--- src/rtl/flag_test_pkg.sv ---
// Constants shared by the flag-test skip decoder and its testbench.
// Assumes a 10-bit instruction word and a 32-bit APB register bus.
package flag_test_pkg;

    // ==========================================================
    // Sizes
    localparam int unsigned ADDR_W    = 8;
    localparam int unsigned DATA_W    = 32;
    localparam int unsigned CODE_W    = 10;
    localparam int unsigned CTRL_W    = 4;
    localparam int unsigned COUNT_W   = 16;
    localparam int unsigned NUM_TESTS = 4;

    // ==========================================================
    // Instruction codes
    localparam logic [CODE_W-1:0] OP_TIMER_ONE   = 10'h280;
    localparam logic [CODE_W-1:0] OP_TIMER_TWO   = 10'h281;
    localparam logic [CODE_W-1:0] OP_TIMER_THREE = 10'h282;
    localparam logic [CODE_W-1:0] OP_VOLT_DROP   = 10'h28A;
    localparam logic [NUM_TESTS-1:0][CODE_W-1:0] TEST_OPCODES =
        {OP_VOLT_DROP, OP_TIMER_THREE, OP_TIMER_TWO, OP_TIMER_ONE};

    // ==========================================================
    // Unit index per test
    localparam int unsigned FT_ONE   = 0;
    localparam int unsigned FT_TWO   = 1;
    localparam int unsigned FT_THREE = 2;
    localparam int unsigned FT_VDROP = 3;

    // ==========================================================
    // Enable bit positions in the interrupt-control registers
    localparam int unsigned TIMER_ONE_EN_BIT   = 2;
    localparam int unsigned TIMER_TWO_EN_BIT   = 3;
    localparam int unsigned TIMER_THREE_EN_BIT = 0;
    localparam int unsigned VOLT_DROP_EN_BIT   = 3;

    // ==========================================================
    // Register offsets (byte addresses)
    localparam logic [ADDR_W-1:0] OFS_CTRL_ONE = 8'h00;
    localparam logic [ADDR_W-1:0] OFS_CTRL_TWO = 8'h04;
    localparam logic [ADDR_W-1:0] OFS_FLAGS    = 8'h08;
    localparam logic [ADDR_W-1:0] OFS_STATUS   = 8'h0C;
    localparam logic [ADDR_W-1:0] OFS_MASK     = 8'h10;
    localparam logic [ADDR_W-1:0] OFS_SKIPS    = 8'h14;

    // ==========================================================
    // Reset values
    localparam logic [CTRL_W-1:0]  CTRL_RST  = 4'h0;
    localparam logic [CTRL_W-1:0]  MASK_RST  = 4'h0;
    localparam logic [CTRL_W-1:0]  STAT_RST  = 4'h0;
    localparam logic [COUNT_W-1:0] COUNT_RST = 16'h0000;
    localparam logic [DATA_W-1:0]  RDATA_RST = 32'h00000000;

    // ==========================================================
    // Status bit positions
    localparam int unsigned ST_SKIP      = 0;
    localparam int unsigned ST_SUPPRESS  = 1;
    localparam int unsigned ST_TIMER_SET = 2;
    localparam int unsigned ST_VDROP     = 3;

    // ==========================================================
    // Bus slave phases
    typedef enum logic [1:0] {
        APB_IDLE   = 2'b00,
        APB_ANSWER = 2'b01
    } apb_state_e;

endpackage

--- src/rtl/flag_test_if.sv ---
// Signals between the decoder and one request-flag unit.
// Assumes the decoder drives hit only for a live, unsuppressed fetch.
`timescale 1ns/1ps
interface flag_test_if;
    logic set_evt;
    logic sw_clear;
    logic hit;
    logic masked;
    logic flag;
    logic skip;

    modport unit (input set_evt, input sw_clear, input hit, input masked,
                  output flag, output skip);
    modport ctrl (output set_evt, output sw_clear, output hit, output masked,
                  input flag, input skip);
endinterface

--- src/rtl/flag_tester.sv ---
// One request flag with its conditional-skip test.
// Assumes set_evt is a one-cycle pulse, or a level when CLEARS is 0.
`timescale 1ns/1ps
module flag_tester #(
    parameter bit CLEARS = 1'b1
) (
    // Clock and reset
    input wire logic     pclk,
    input wire logic     presetn,
    // Decoder side
    flag_test_if.unit    port
);

    typedef struct packed {
        logic flag;
    } state_s;

    state_s st_q;
    state_s st_d;

    // ==========================================================
    // Test and flag update
    assign port.flag = st_q.flag;
    // Enable bit high turns the test into a no-operation
    assign port.skip = port.hit & ~port.masked & st_q.flag;

    always_comb begin
        st_d = st_q;
        if (CLEARS) begin
            // Set wins over any clear in the same cycle
            st_d.flag = (st_q.flag & ~port.skip & ~port.sw_clear) | port.set_evt;
        end else begin
            // Level follower; the test never clears it
            st_d.flag = port.set_evt;
        end
    end

    always_ff @(posedge pclk or negedge presetn) begin
        if (!presetn) begin
            st_q <= '0;
        end else begin
            st_q <= st_d;
        end
    end

endmodule

--- src/rtl/flag_test_skip_instructions.sv ---
// Decoder and skip control for the four flag-test instructions.
// Assumes one instruction per instr_valid cycle; core honours skip_next_q.
`timescale 1ns/1ps
module flag_test_skip_instructions (
    // Clock and reset
    input  wire logic                                pclk,
    input  wire logic                                presetn,
    // APB slave
    input  wire logic                                psel,
    input  wire logic                                penable,
    input  wire logic                                pwrite,
    input  wire logic [flag_test_pkg::ADDR_W-1:0]    paddr,
    input  wire logic [flag_test_pkg::DATA_W-1:0]    pwdata,
    output logic      [flag_test_pkg::DATA_W-1:0]    prdata,
    output logic                                     pready,
    output logic                                     pslverr,
    // Instruction stream
    input  wire logic                                instr_valid,
    input  wire logic [flag_test_pkg::CODE_W-1:0]    instr_code,
    // Flag sources
    input  wire logic                                timer_one_set,
    input  wire logic                                timer_two_set,
    input  wire logic                                timer_three_set,
    input  wire logic                                voltage_drop_in,
    // Skip control
    output logic                                     skip_next_q,
    output logic                                     skip_taken_q,
    output logic                                     suppressed_q,
    // Flags
    output logic                                     timer_one_request_flag,
    output logic                                     timer_two_request_flag,
    output logic                                     timer_three_request_flag,
    output logic                                     voltage_drop_flag,
    // Interrupt
    output logic                                     irq_q
);

    // ==========================================================
    // State
    typedef struct packed {
        flag_test_pkg::apb_state_e                   apb;
        logic [flag_test_pkg::DATA_W-1:0]            rdata;
        logic                                        ready;
        logic                                        slverr;
        logic [flag_test_pkg::CTRL_W-1:0]            ctrl_one;
        logic [flag_test_pkg::CTRL_W-1:0]            ctrl_two;
        logic [flag_test_pkg::CTRL_W-1:0]            status;
        logic [flag_test_pkg::CTRL_W-1:0]            mask;
        logic [flag_test_pkg::COUNT_W-1:0]           skips;
        logic                                        skip_next;
        logic                                        skip_taken;
        logic                                        suppressed;
        logic                                        vd_prev;
        logic                                        irq;
    } state_s;

    state_s st_q;
    state_s st_d;

    // ==========================================================
    // Flag units
    logic [flag_test_pkg::NUM_TESTS-1:0]             set_vec;
    logic [flag_test_pkg::NUM_TESTS-1:0]             clr_vec;
    logic [flag_test_pkg::NUM_TESTS-1:0]             hit_vec;
    logic [flag_test_pkg::NUM_TESTS-1:0]             mask_vec;
    logic [flag_test_pkg::NUM_TESTS-1:0]             flag_vec;
    logic [flag_test_pkg::NUM_TESTS-1:0]             skip_vec;

    flag_test_if ft [flag_test_pkg::NUM_TESTS] ();

    assign set_vec[flag_test_pkg::FT_ONE]   = timer_one_set;
    assign set_vec[flag_test_pkg::FT_TWO]   = timer_two_set;
    assign set_vec[flag_test_pkg::FT_THREE] = timer_three_set;
    assign set_vec[flag_test_pkg::FT_VDROP] = voltage_drop_in;

    genvar g;
    generate
        for (g = 0; g < flag_test_pkg::NUM_TESTS; g++) begin : gen_test
            assign ft[g].set_evt  = set_vec[g];
            assign ft[g].sw_clear = clr_vec[g];
            assign ft[g].hit      = hit_vec[g];
            assign ft[g].masked   = mask_vec[g];
            assign flag_vec[g]    = ft[g].flag;
            assign skip_vec[g]    = ft[g].skip;

            // Voltage-drop unit only follows the detector
            flag_tester #(
                .CLEARS (g != flag_test_pkg::FT_VDROP)
            ) u_test (
                .pclk    (pclk),
                .presetn (presetn),
                .port    (ft[g].unit)
            );
        end
    endgenerate

    // ==========================================================
    // Decode
    logic fetch_live;
    logic any_skip;

    // A suppressed word can neither test nor clear a flag
    assign fetch_live = instr_valid & ~st_q.skip_next;

    always_comb begin
        for (int i = 0; i < flag_test_pkg::NUM_TESTS; i++) begin
            // Exact 10-bit match; carry is never driven here
            hit_vec[i] = fetch_live
                       & (instr_code == flag_test_pkg::TEST_OPCODES[i]);
        end
    end

    always_comb begin
        mask_vec[flag_test_pkg::FT_ONE] =
            st_q.ctrl_one[flag_test_pkg::TIMER_ONE_EN_BIT];
        mask_vec[flag_test_pkg::FT_TWO] =
            st_q.ctrl_one[flag_test_pkg::TIMER_TWO_EN_BIT];
        mask_vec[flag_test_pkg::FT_THREE] =
            st_q.ctrl_two[flag_test_pkg::TIMER_THREE_EN_BIT];
        mask_vec[flag_test_pkg::FT_VDROP] =
            st_q.ctrl_two[flag_test_pkg::VOLT_DROP_EN_BIT];
    end

    assign any_skip = |skip_vec;

    // ==========================================================
    // Bus decode
    logic                              setup_phase;
    logic                              access_done;
    logic                              wr_done;
    logic                              rd_done;
    logic [flag_test_pkg::DATA_W-1:0]  rd_mux;
    logic                              rd_bad;

    assign setup_phase = psel & ~penable;
    assign access_done = psel & penable & st_q.ready;
    assign wr_done     = access_done & pwrite & ~st_q.slverr;
    assign rd_done     = access_done & ~pwrite & ~st_q.slverr;

    always_comb begin
        rd_mux = flag_test_pkg::RDATA_RST;
        rd_bad = 1'b0;
        case (paddr)
            flag_test_pkg::OFS_CTRL_ONE: begin
                rd_mux[flag_test_pkg::CTRL_W-1:0] = st_q.ctrl_one;
            end
            flag_test_pkg::OFS_CTRL_TWO: begin
                rd_mux[flag_test_pkg::CTRL_W-1:0] = st_q.ctrl_two;
            end
            flag_test_pkg::OFS_FLAGS: begin
                rd_mux[flag_test_pkg::NUM_TESTS-1:0] = flag_vec;
            end
            flag_test_pkg::OFS_STATUS: begin
                rd_mux[flag_test_pkg::CTRL_W-1:0] = st_q.status;
            end
            flag_test_pkg::OFS_MASK: begin
                rd_mux[flag_test_pkg::CTRL_W-1:0] = st_q.mask;
            end
            flag_test_pkg::OFS_SKIPS: begin
                rd_mux[flag_test_pkg::COUNT_W-1:0] = st_q.skips;
            end
            default: begin
                rd_bad = 1'b1;
            end
        endcase
    end

    // Software clear of timer flags; detector flag is read only
    always_comb begin
        clr_vec = '0;
        if (wr_done && paddr == flag_test_pkg::OFS_FLAGS) begin
            clr_vec[flag_test_pkg::FT_ONE]   = pwdata[flag_test_pkg::FT_ONE];
            clr_vec[flag_test_pkg::FT_TWO]   = pwdata[flag_test_pkg::FT_TWO];
            clr_vec[flag_test_pkg::FT_THREE] = pwdata[flag_test_pkg::FT_THREE];
        end
    end

    // ==========================================================
    // Next state
    logic [flag_test_pkg::CTRL_W-1:0] events;
    logic [flag_test_pkg::CTRL_W-1:0] rd_clear;

    always_comb begin
        st_d = st_q;

        // Skip sequencing
        st_d.skip_taken = 1'b0;
        st_d.suppressed = 1'b0;
        if (instr_valid) begin
            if (st_q.skip_next) begin
                // Fetched but killed; next word runs normally
                st_d.skip_next  = 1'b0;
                st_d.suppressed = 1'b1;
            end else begin
                st_d.skip_next  = any_skip;
                st_d.skip_taken = any_skip;
            end
        end

        // Events
        st_d.vd_prev = flag_vec[flag_test_pkg::FT_VDROP];
        events = '0;
        events[flag_test_pkg::ST_SKIP]      = st_d.skip_taken;
        events[flag_test_pkg::ST_SUPPRESS]  = st_d.suppressed;
        events[flag_test_pkg::ST_TIMER_SET] = |set_vec[flag_test_pkg::FT_THREE:0];
        events[flag_test_pkg::ST_VDROP]     =
            flag_vec[flag_test_pkg::FT_VDROP] & ~st_q.vd_prev;

        // Read clears only bits that were returned
        rd_clear = '0;
        if (rd_done && paddr == flag_test_pkg::OFS_STATUS) begin
            rd_clear = st_q.rdata[flag_test_pkg::CTRL_W-1:0];
        end
        // Set wins over the read clear
        st_d.status = (st_q.status & ~rd_clear) | events;

        if (st_d.skip_taken) begin
            st_d.skips = st_q.skips + 16'h0001;
        end

        // Bus slave
        case (st_q.apb)
            flag_test_pkg::APB_IDLE: begin
                st_d.ready = 1'b0;
                if (setup_phase) begin
                    // Answer one cycle after setup: no wait beyond that
                    st_d.apb    = flag_test_pkg::APB_ANSWER;
                    st_d.ready  = 1'b1;
                    st_d.slverr = rd_bad;
                    st_d.rdata  = pwrite ? flag_test_pkg::RDATA_RST : rd_mux;
                end
            end
            flag_test_pkg::APB_ANSWER: begin
                if (access_done || !psel) begin
                    st_d.apb    = flag_test_pkg::APB_IDLE;
                    st_d.ready  = 1'b0;
                    st_d.slverr = 1'b0;
                end
                if (wr_done) begin
                    case (paddr)
                        flag_test_pkg::OFS_CTRL_ONE: begin
                            st_d.ctrl_one = pwdata[flag_test_pkg::CTRL_W-1:0];
                        end
                        flag_test_pkg::OFS_CTRL_TWO: begin
                            st_d.ctrl_two = pwdata[flag_test_pkg::CTRL_W-1:0];
                        end
                        flag_test_pkg::OFS_MASK: begin
                            st_d.mask = pwdata[flag_test_pkg::CTRL_W-1:0];
                        end
                        flag_test_pkg::OFS_SKIPS: begin
                            st_d.skips = flag_test_pkg::COUNT_RST;
                        end
                        default: begin
                            st_d.mask = st_d.mask;
                        end
                    endcase
                end
            end
            default: begin
                st_d.apb   = flag_test_pkg::APB_IDLE;
                st_d.ready = 1'b0;
            end
        endcase

        st_d.irq = |(st_d.status & st_d.mask);
    end

    // ==========================================================
    // Registers
    always_ff @(posedge pclk or negedge presetn) begin
        if (!presetn) begin
            st_q.apb        <= flag_test_pkg::APB_IDLE;
            st_q.rdata      <= flag_test_pkg::RDATA_RST;
            st_q.ready      <= 1'b0;
            st_q.slverr     <= 1'b0;
            st_q.ctrl_one   <= flag_test_pkg::CTRL_RST;
            st_q.ctrl_two   <= flag_test_pkg::CTRL_RST;
            st_q.status     <= flag_test_pkg::STAT_RST;
            st_q.mask       <= flag_test_pkg::MASK_RST;
            st_q.skips      <= flag_test_pkg::COUNT_RST;
            st_q.skip_next  <= 1'b0;
            st_q.skip_taken <= 1'b0;
            st_q.suppressed <= 1'b0;
            st_q.vd_prev    <= 1'b0;
            st_q.irq        <= 1'b0;
        end else begin
            st_q <= st_d;
        end
    end

    // ==========================================================
    // Outputs
    assign prdata                   = st_q.rdata;
    assign pready                   = st_q.ready;
    assign pslverr                  = st_q.slverr;
    assign skip_next_q              = st_q.skip_next;
    assign skip_taken_q             = st_q.skip_taken;
    assign suppressed_q             = st_q.suppressed;
    assign irq_q                    = st_q.irq;
    assign timer_one_request_flag   = flag_vec[flag_test_pkg::FT_ONE];
    assign timer_two_request_flag   = flag_vec[flag_test_pkg::FT_TWO];
    assign timer_three_request_flag = flag_vec[flag_test_pkg::FT_THREE];
    assign voltage_drop_flag        = flag_vec[flag_test_pkg::FT_VDROP];

endmodule

--- config.mk ---
export PLATFORM = sky130hd
export DESIGN_NAME = flag_test_skip_instructions
export DESIGN_NICKNAME = d
export VERILOG_FILES = /design/src/rtl/flag_test_pkg.sv /design/src/rtl/flag_test_if.sv /design/src/rtl/flag_tester.sv /design/src/rtl/flag_test_skip_instructions.sv
export SDC_FILE = /design/constraint.sdc
export NUM_CORES = 1
export LEC_CHECK = 0
export ABC_AREA = 1
export BUFFER_PORTS_ARGS = -buffer_cell sky130_fd_sc_hd__buf_2
export CORE_MARGIN = 8
export CORE_UTILIZATION = 55
export DETAILED_ROUTE_END_ITERATION = 6
export GPL_TIMING_DRIVEN = 0
export PLACE_DENSITY = 0.84
export RECOVER_POWER = 25
export SLEW_MARGIN = 20
export SYNTH_ARGS = -nofsm -noshare
export SYNTH_HDL_FRONTEND = slang
export SYNTH_SLANG_ARGS = --single-unit
--- constraint.sdc ---
create_clock -name pclk -period 3.1 [get_ports pclk]
set_input_delay 0.465 -clock pclk [delete_from_list [all_inputs] [get_ports pclk]]
set_output_delay 0.465 -clock pclk [all_outputs]
set_load 0.1 [all_outputs]
Word-level counts from Yosys, hierarchy flattened
Index checks and enable logic that the tools add are counted.

word-level totals
  logic and storage cells = 115
  bits of input ports = 60
  flip-flop bits (word level) = 77

operators by class
  equality and inequality tests = 12
  add/sub/neg operators = 1
  muxes and demuxes = 19
  reduce and logical (&&, ||, !) cells = 16
  bitwise logic cells = 49

operator list
  operator               number
  $mux 16                3
  $eq 10x10->1 const B   4
  $mux 20                2
  $mux 36                1
  $and 1x1->1            27
  $pmux 4 s6             1
  $add 16x1->16 const B  1
  $eq 8x4->1 const B     2
  $eq 8x5->1 const B     2
  $not 1->1              15
  $mux 12                1
  $reduce_and 3->1       3
  $and 4x4->4            2
  $eq 8x3->1 const B     1
  $logic_not 8->1        1
  $mux 4                 2
  $reduce_or 4->1        2
  $reduce_or 6->1        1
  $mux 2                 2
  $ne 2x2->1 const B     2
  $not 4->4              1
  $or 4x4->4             1
  $pmux 1 s2             2
  $pmux 2 s2             1
  other kinds (11)       17

Longest topological paths before layout
  word-level depth = 14
  depth in mapped cells = 11

Cells and area by module
A second synthesis with hierarchy kept.

second synthesis, totals
  cells, all modules = 450
  area, all modules = 3,279.4 µm²

by module, submodules not included
  module                                 instances  seq. area each (µm²)  area an instance (µm²)  cells an instance
  flag_test_skip_instructions            1          1,401.3               3,071.7                 420
  flag_tester at gen_test[0].u_test ...  3          25.0                  57.6                    9
  flag_tester at gen_test[3].u_test      1          25.0                  35.0                    3

Least setup slack after synthesis
OpenSTA, ideal clock, no wires.

  kind = reg-to-reg
  start = register st_q, in the netlist pready
  end = register st_q[16] (netlist name)
  cell stages (with the launch flop) = 7
  setup time = 117 ps
  required time = 2,983 ps
  data arrival time = 1,956 ps
  clock period less this slack = 2,073 ps
  path slack = 1,027 ps
  cells stage by stage = dfrtp_1 -> nand3_1 -> nor3_4 -> nand2_1 -> buf_2 -> nand2_1 -> nor2_2

RTL lines
  what                    line                                source
  start, declared         flag_test_skip_instructions.sv:57   state_s st_q;
  start signal, assigned  flag_test_skip_instructions.sv:287  st_q <= st_d;

==> results.txt <==
The run finished with clean final reports. The post-route fraction of the period consumed by the critical path is 0.563. At the end of routability-driven placement, the weighted congestion stood at 0.864. Counting tap cells, the placed design contains a total of 575 instances. The number of antenna violations at the first check in global routing is 0.

The largest net degree at the start of global routing was 61; the accumulated negative setup slack was 0 ps. The average instance in the mapped netlist occupies 8.05 um^2. In the routed design, unresolved DRC markers number 0. Pin slew with the least headroom to its limit: 1470 ps.

The detail route stage leaves a number of antenna-violating nets equal to 0. The tools report the placeable core region as 6200 um^2. The signal on the critical path passes through ha_1 > nand3_1 > nor2_2 > nand2_1 > nor2_1 > nand2_1 > nor2_1 > o21ai_1 > nor2_1 > nor2_1. The tools report the worst flop-to-flop path startpoint as st_q[6].

In the final routed layout, each cell accounts on average for 13.9 um. In the final layout, flip-flops and latches occupy 1500 um^2. The worst register-to-register path ends at st_q[19]. Counting stages on the worst path, the most repeated cell is nor2_1. Once the clock tree was built, the resizer swapped 0 gates to a different size. The maximum single-stage delay on the critical path came out at 430 ps.

The fraction of post-synthesis cell area in the top cell type by area came out at 0.437. By startpoint and endpoint, the worst setup path is classified as register to register. Overall die width: 95.1 um. The total power draw was 1940 uW; the finished layout cell area was 4120 um^2. In this run the top signal layer used is met4.

The tools report the distinct cell type count of the synthesized netlist as 34. TritonCTS built the clock tree. For the netlist area before placement, the log shows 3440 um^2. The buffers inserted during post-CTS setup optimization was 0; the static leakage was 0.00231 uW.

The floorplan has 29 rows. The logs give 2 for the clock tree buffer depth and 9.40 ps for the worst clock skew. The tools report the detailed-router iteration count before antenna repair as 5. Hold is met by 234 ps.

The number of maximum-capacitance constraint violations was 0. After the first detailed-routing iteration, the DRC count stood at 233. The normalized max-slew margin is 0.0211. For this run the aggregate overflow at the end of global routing stands at 0. Once layout is complete, the cells apart from fillers number 591.

Highest fanout seen on the critical path: 4. After clock tree synthesis, the clock-pin slew on the worst setup and hold paths is 70 ps. The filler cell count was 501; the layout overhead on the synthesized area was 19.8%.

The number of global-route vias before repair was 2938. Hold repair after CTS inserted 0 buffers. Synthesis produced 427 cells. Endpoint of the worst setup timing path: st_q[19]. The latest clock arrival within the worst-skew pair came out at 340 ps. The number of endpoints with negative hold slack in the final report is 0, and the area enclosed by the die boundary is 9040 um^2.

Counting buffers and inverters, the worst setup path is 10 cells deep. The number of buffer cells added on primary ports is 56, and the area used by multi-input combinational logic is 1550 um^2. The repair_antennas step left the layout with diodes totalling 0. The routed wire length on met3 was 591 um.

The first global-routing pass estimated 13800 um of wire. Setup repair after global routing left no endpoint under its margin. Wires add up to 8220 um. The vertical die dimension came out at 95.1 um.

The hold path depth is 1. Count of vias placed by the detailed router: 3011. The commonest register cell after synthesis was dfrtp_1.

Average via count per standard cell: 5.09. The tree is rooted in a clkbuf_8. The cell family contributing the most delay on the critical path is simple AND/OR/NAND/NOR gates.

The placed instances occupy a cell area of 3870 um^2. The logs give 0 for the final count of negative-setup-slack endpoints and 573 MHz for the top achievable clock speed. The cell count of the worst reg-to-reg path is 10, and the wire length on met1 is 3560 um.

The worst register-to-register path has a setup slack of 1350 ps. STA classifies the critical path startpoint as a register. Counting the buffers created by CTS gives 9. Proportion of register bits with asynchronous set or reset after synthesis: 1.00.

Counting flops and latches in the post-synthesis netlist gives 60. The logs give 3330 ps for the required time at the endpoint of the critical path and 303 uV for the worst-case vdd ir drop. Time the worst path needs with I/O delays and setup: 1750 ps.

For the total routing resource utilization after global routing, the log shows 0.194. The H-tree generated during clock tree synthesis spans 3 levels. The path class of the tightest hold or removal check is input pin to register. STA classifies the critical path endpoint as a register.

Tracing the worst setup path back leads to its startpoint at st_q[6]. Detailed routing placed a total of 3940 um of wire on met2. The power per unit of standard cell area works out to 470 nW/um^2. The cell type with the highest aggregate area in the netlist was dfrtp_1. The startpoint identified for the worst hold timing path is voltage_drop_in. The tools report the initial core utilization as 0.554.

Clock tree synthesis found a total of 60 sinks. In this run the count of I/O pins placed on the die edge is 102. The net count of the finished layout is 570. Slowest stage cell on the critical path: dfrtp_1. The Yosys step of the flow raised 0 warnings. The HPWL after detailed placement is 6000 um.

For the share of synthesized area occupied by flip-flops and latches, the log shows 0.437. The number of buffers and inverters on the critical path is 0. The final max-slew violation count is 0. The endpoint arrival time on the critical path is 1980 ps. Yosys attributes the largest share of cell area to dfrtp_1, nand2_1, buf_4. The fraction of final layout cells with drive strength greater than 1 works out to 0.309. Number of enable-type register cells in the synthesized netlist: 0.
-- sequential cells by signal, summed over array words and instances, names as in the netlist --
register,count
ft.masked,4
gen_test.u_test.port.flag,4
skip_next_q,1
irq_q,1
prdata,16
pslverr,1
pready,1
st_q,30
suppressed_q,1
skip_taken_q,1
-- kinds of logic (layout without fill, tap and decap cells) --
family          count (synthesis)  in the layout  share of synthesized area
compound gates                 53             53                     0.0986
simple gates                  235            235                      0.331
buf+inv                        77            149                      0.129
fa+ha+maj                       1              1                    0.00364
other cells                     1             16                    0.00109
flops                          60             60                      0.437
-- synth_stat cells (2+ instances only) --
master,n
dfrtp_1,60
nor2_2,16
inv_1,34
inv_2,4
nor3_1,3
nor2_1,50
nor2_4,3
buf_4,33
a21oi_1,2
nand2_4,3
a32o_1,6
o21bai_1,3
o21ai_1,5
nand2_2,4
nand2_1,114
nand4_1,7
nand3_1,25
inv_4,2
nor3_4,3
nand3_2,3
o21ai_0,27
a21oi_2,8
-- worst min-delay path by stage --
stage,slack (ps),to
floorplan,170,ft[0].masked
global placement,420,st_q[28]
detailed placement,430,st_q[1]
CTS,210,gen_test[2].u_test.port.flag
global route,230,gen_test[3].u_test.port.flag
finish,230,gen_test[3].u_test.port.flag
-- final cells by class --
class	count	share of cell area
Multi-Input combinational cell	305	0.376
Clock inverter	6	0.0270
Clock buffer	10	0.0334
Inverter	40	0.0377
Tap cell	77	0.0234
Sequential cell	60	0.364
Buffer	37	0.0698
Timing Repair Buffer	56	0.0680
-- cells in the final DEF, fill, tap and decap left out, types with 4 or more instances in the layout --
cell type and instances:
nand2_2 4, buf_2 56, conb_1 16, nand2_1 114, inv_2 4, inv_1 34
clkbuf_8 10, a21oi_2 8, nor2_2 16, a32o_1 6, o21ai_0 27, dfrtp_1 60
nand3_1 25, nor2_1 50, o21ai_1 5, buf_4 33, nand4_1 7
-- metal layers --
metal | GRT usage | vias to the layer above
met2 | 0.314 | 118
met3 | 0.0339 | 12
li1 | - | 1488
met1 | 0.253 | 1393
met5 | 0 | -
met4 | 0.0754 | 0
-- report_power, final --
part           internal, uW  switching [uW]  total, uW
clock network           556             330        886
registers               794            8.88        803
logic                  51.3             197        248
total                  1400             535       1940
-- per-stage QoR --
step                      setup WS (ps)   util
after floorplan                    1030      -
after global placement             1280  0.624
after detailed placement           1240  0.624
after CTS                          1350  0.664
after global routing               1180  0.664
final                              1350  0.664
Note: power is estimated with default switching activity, not from simulation.
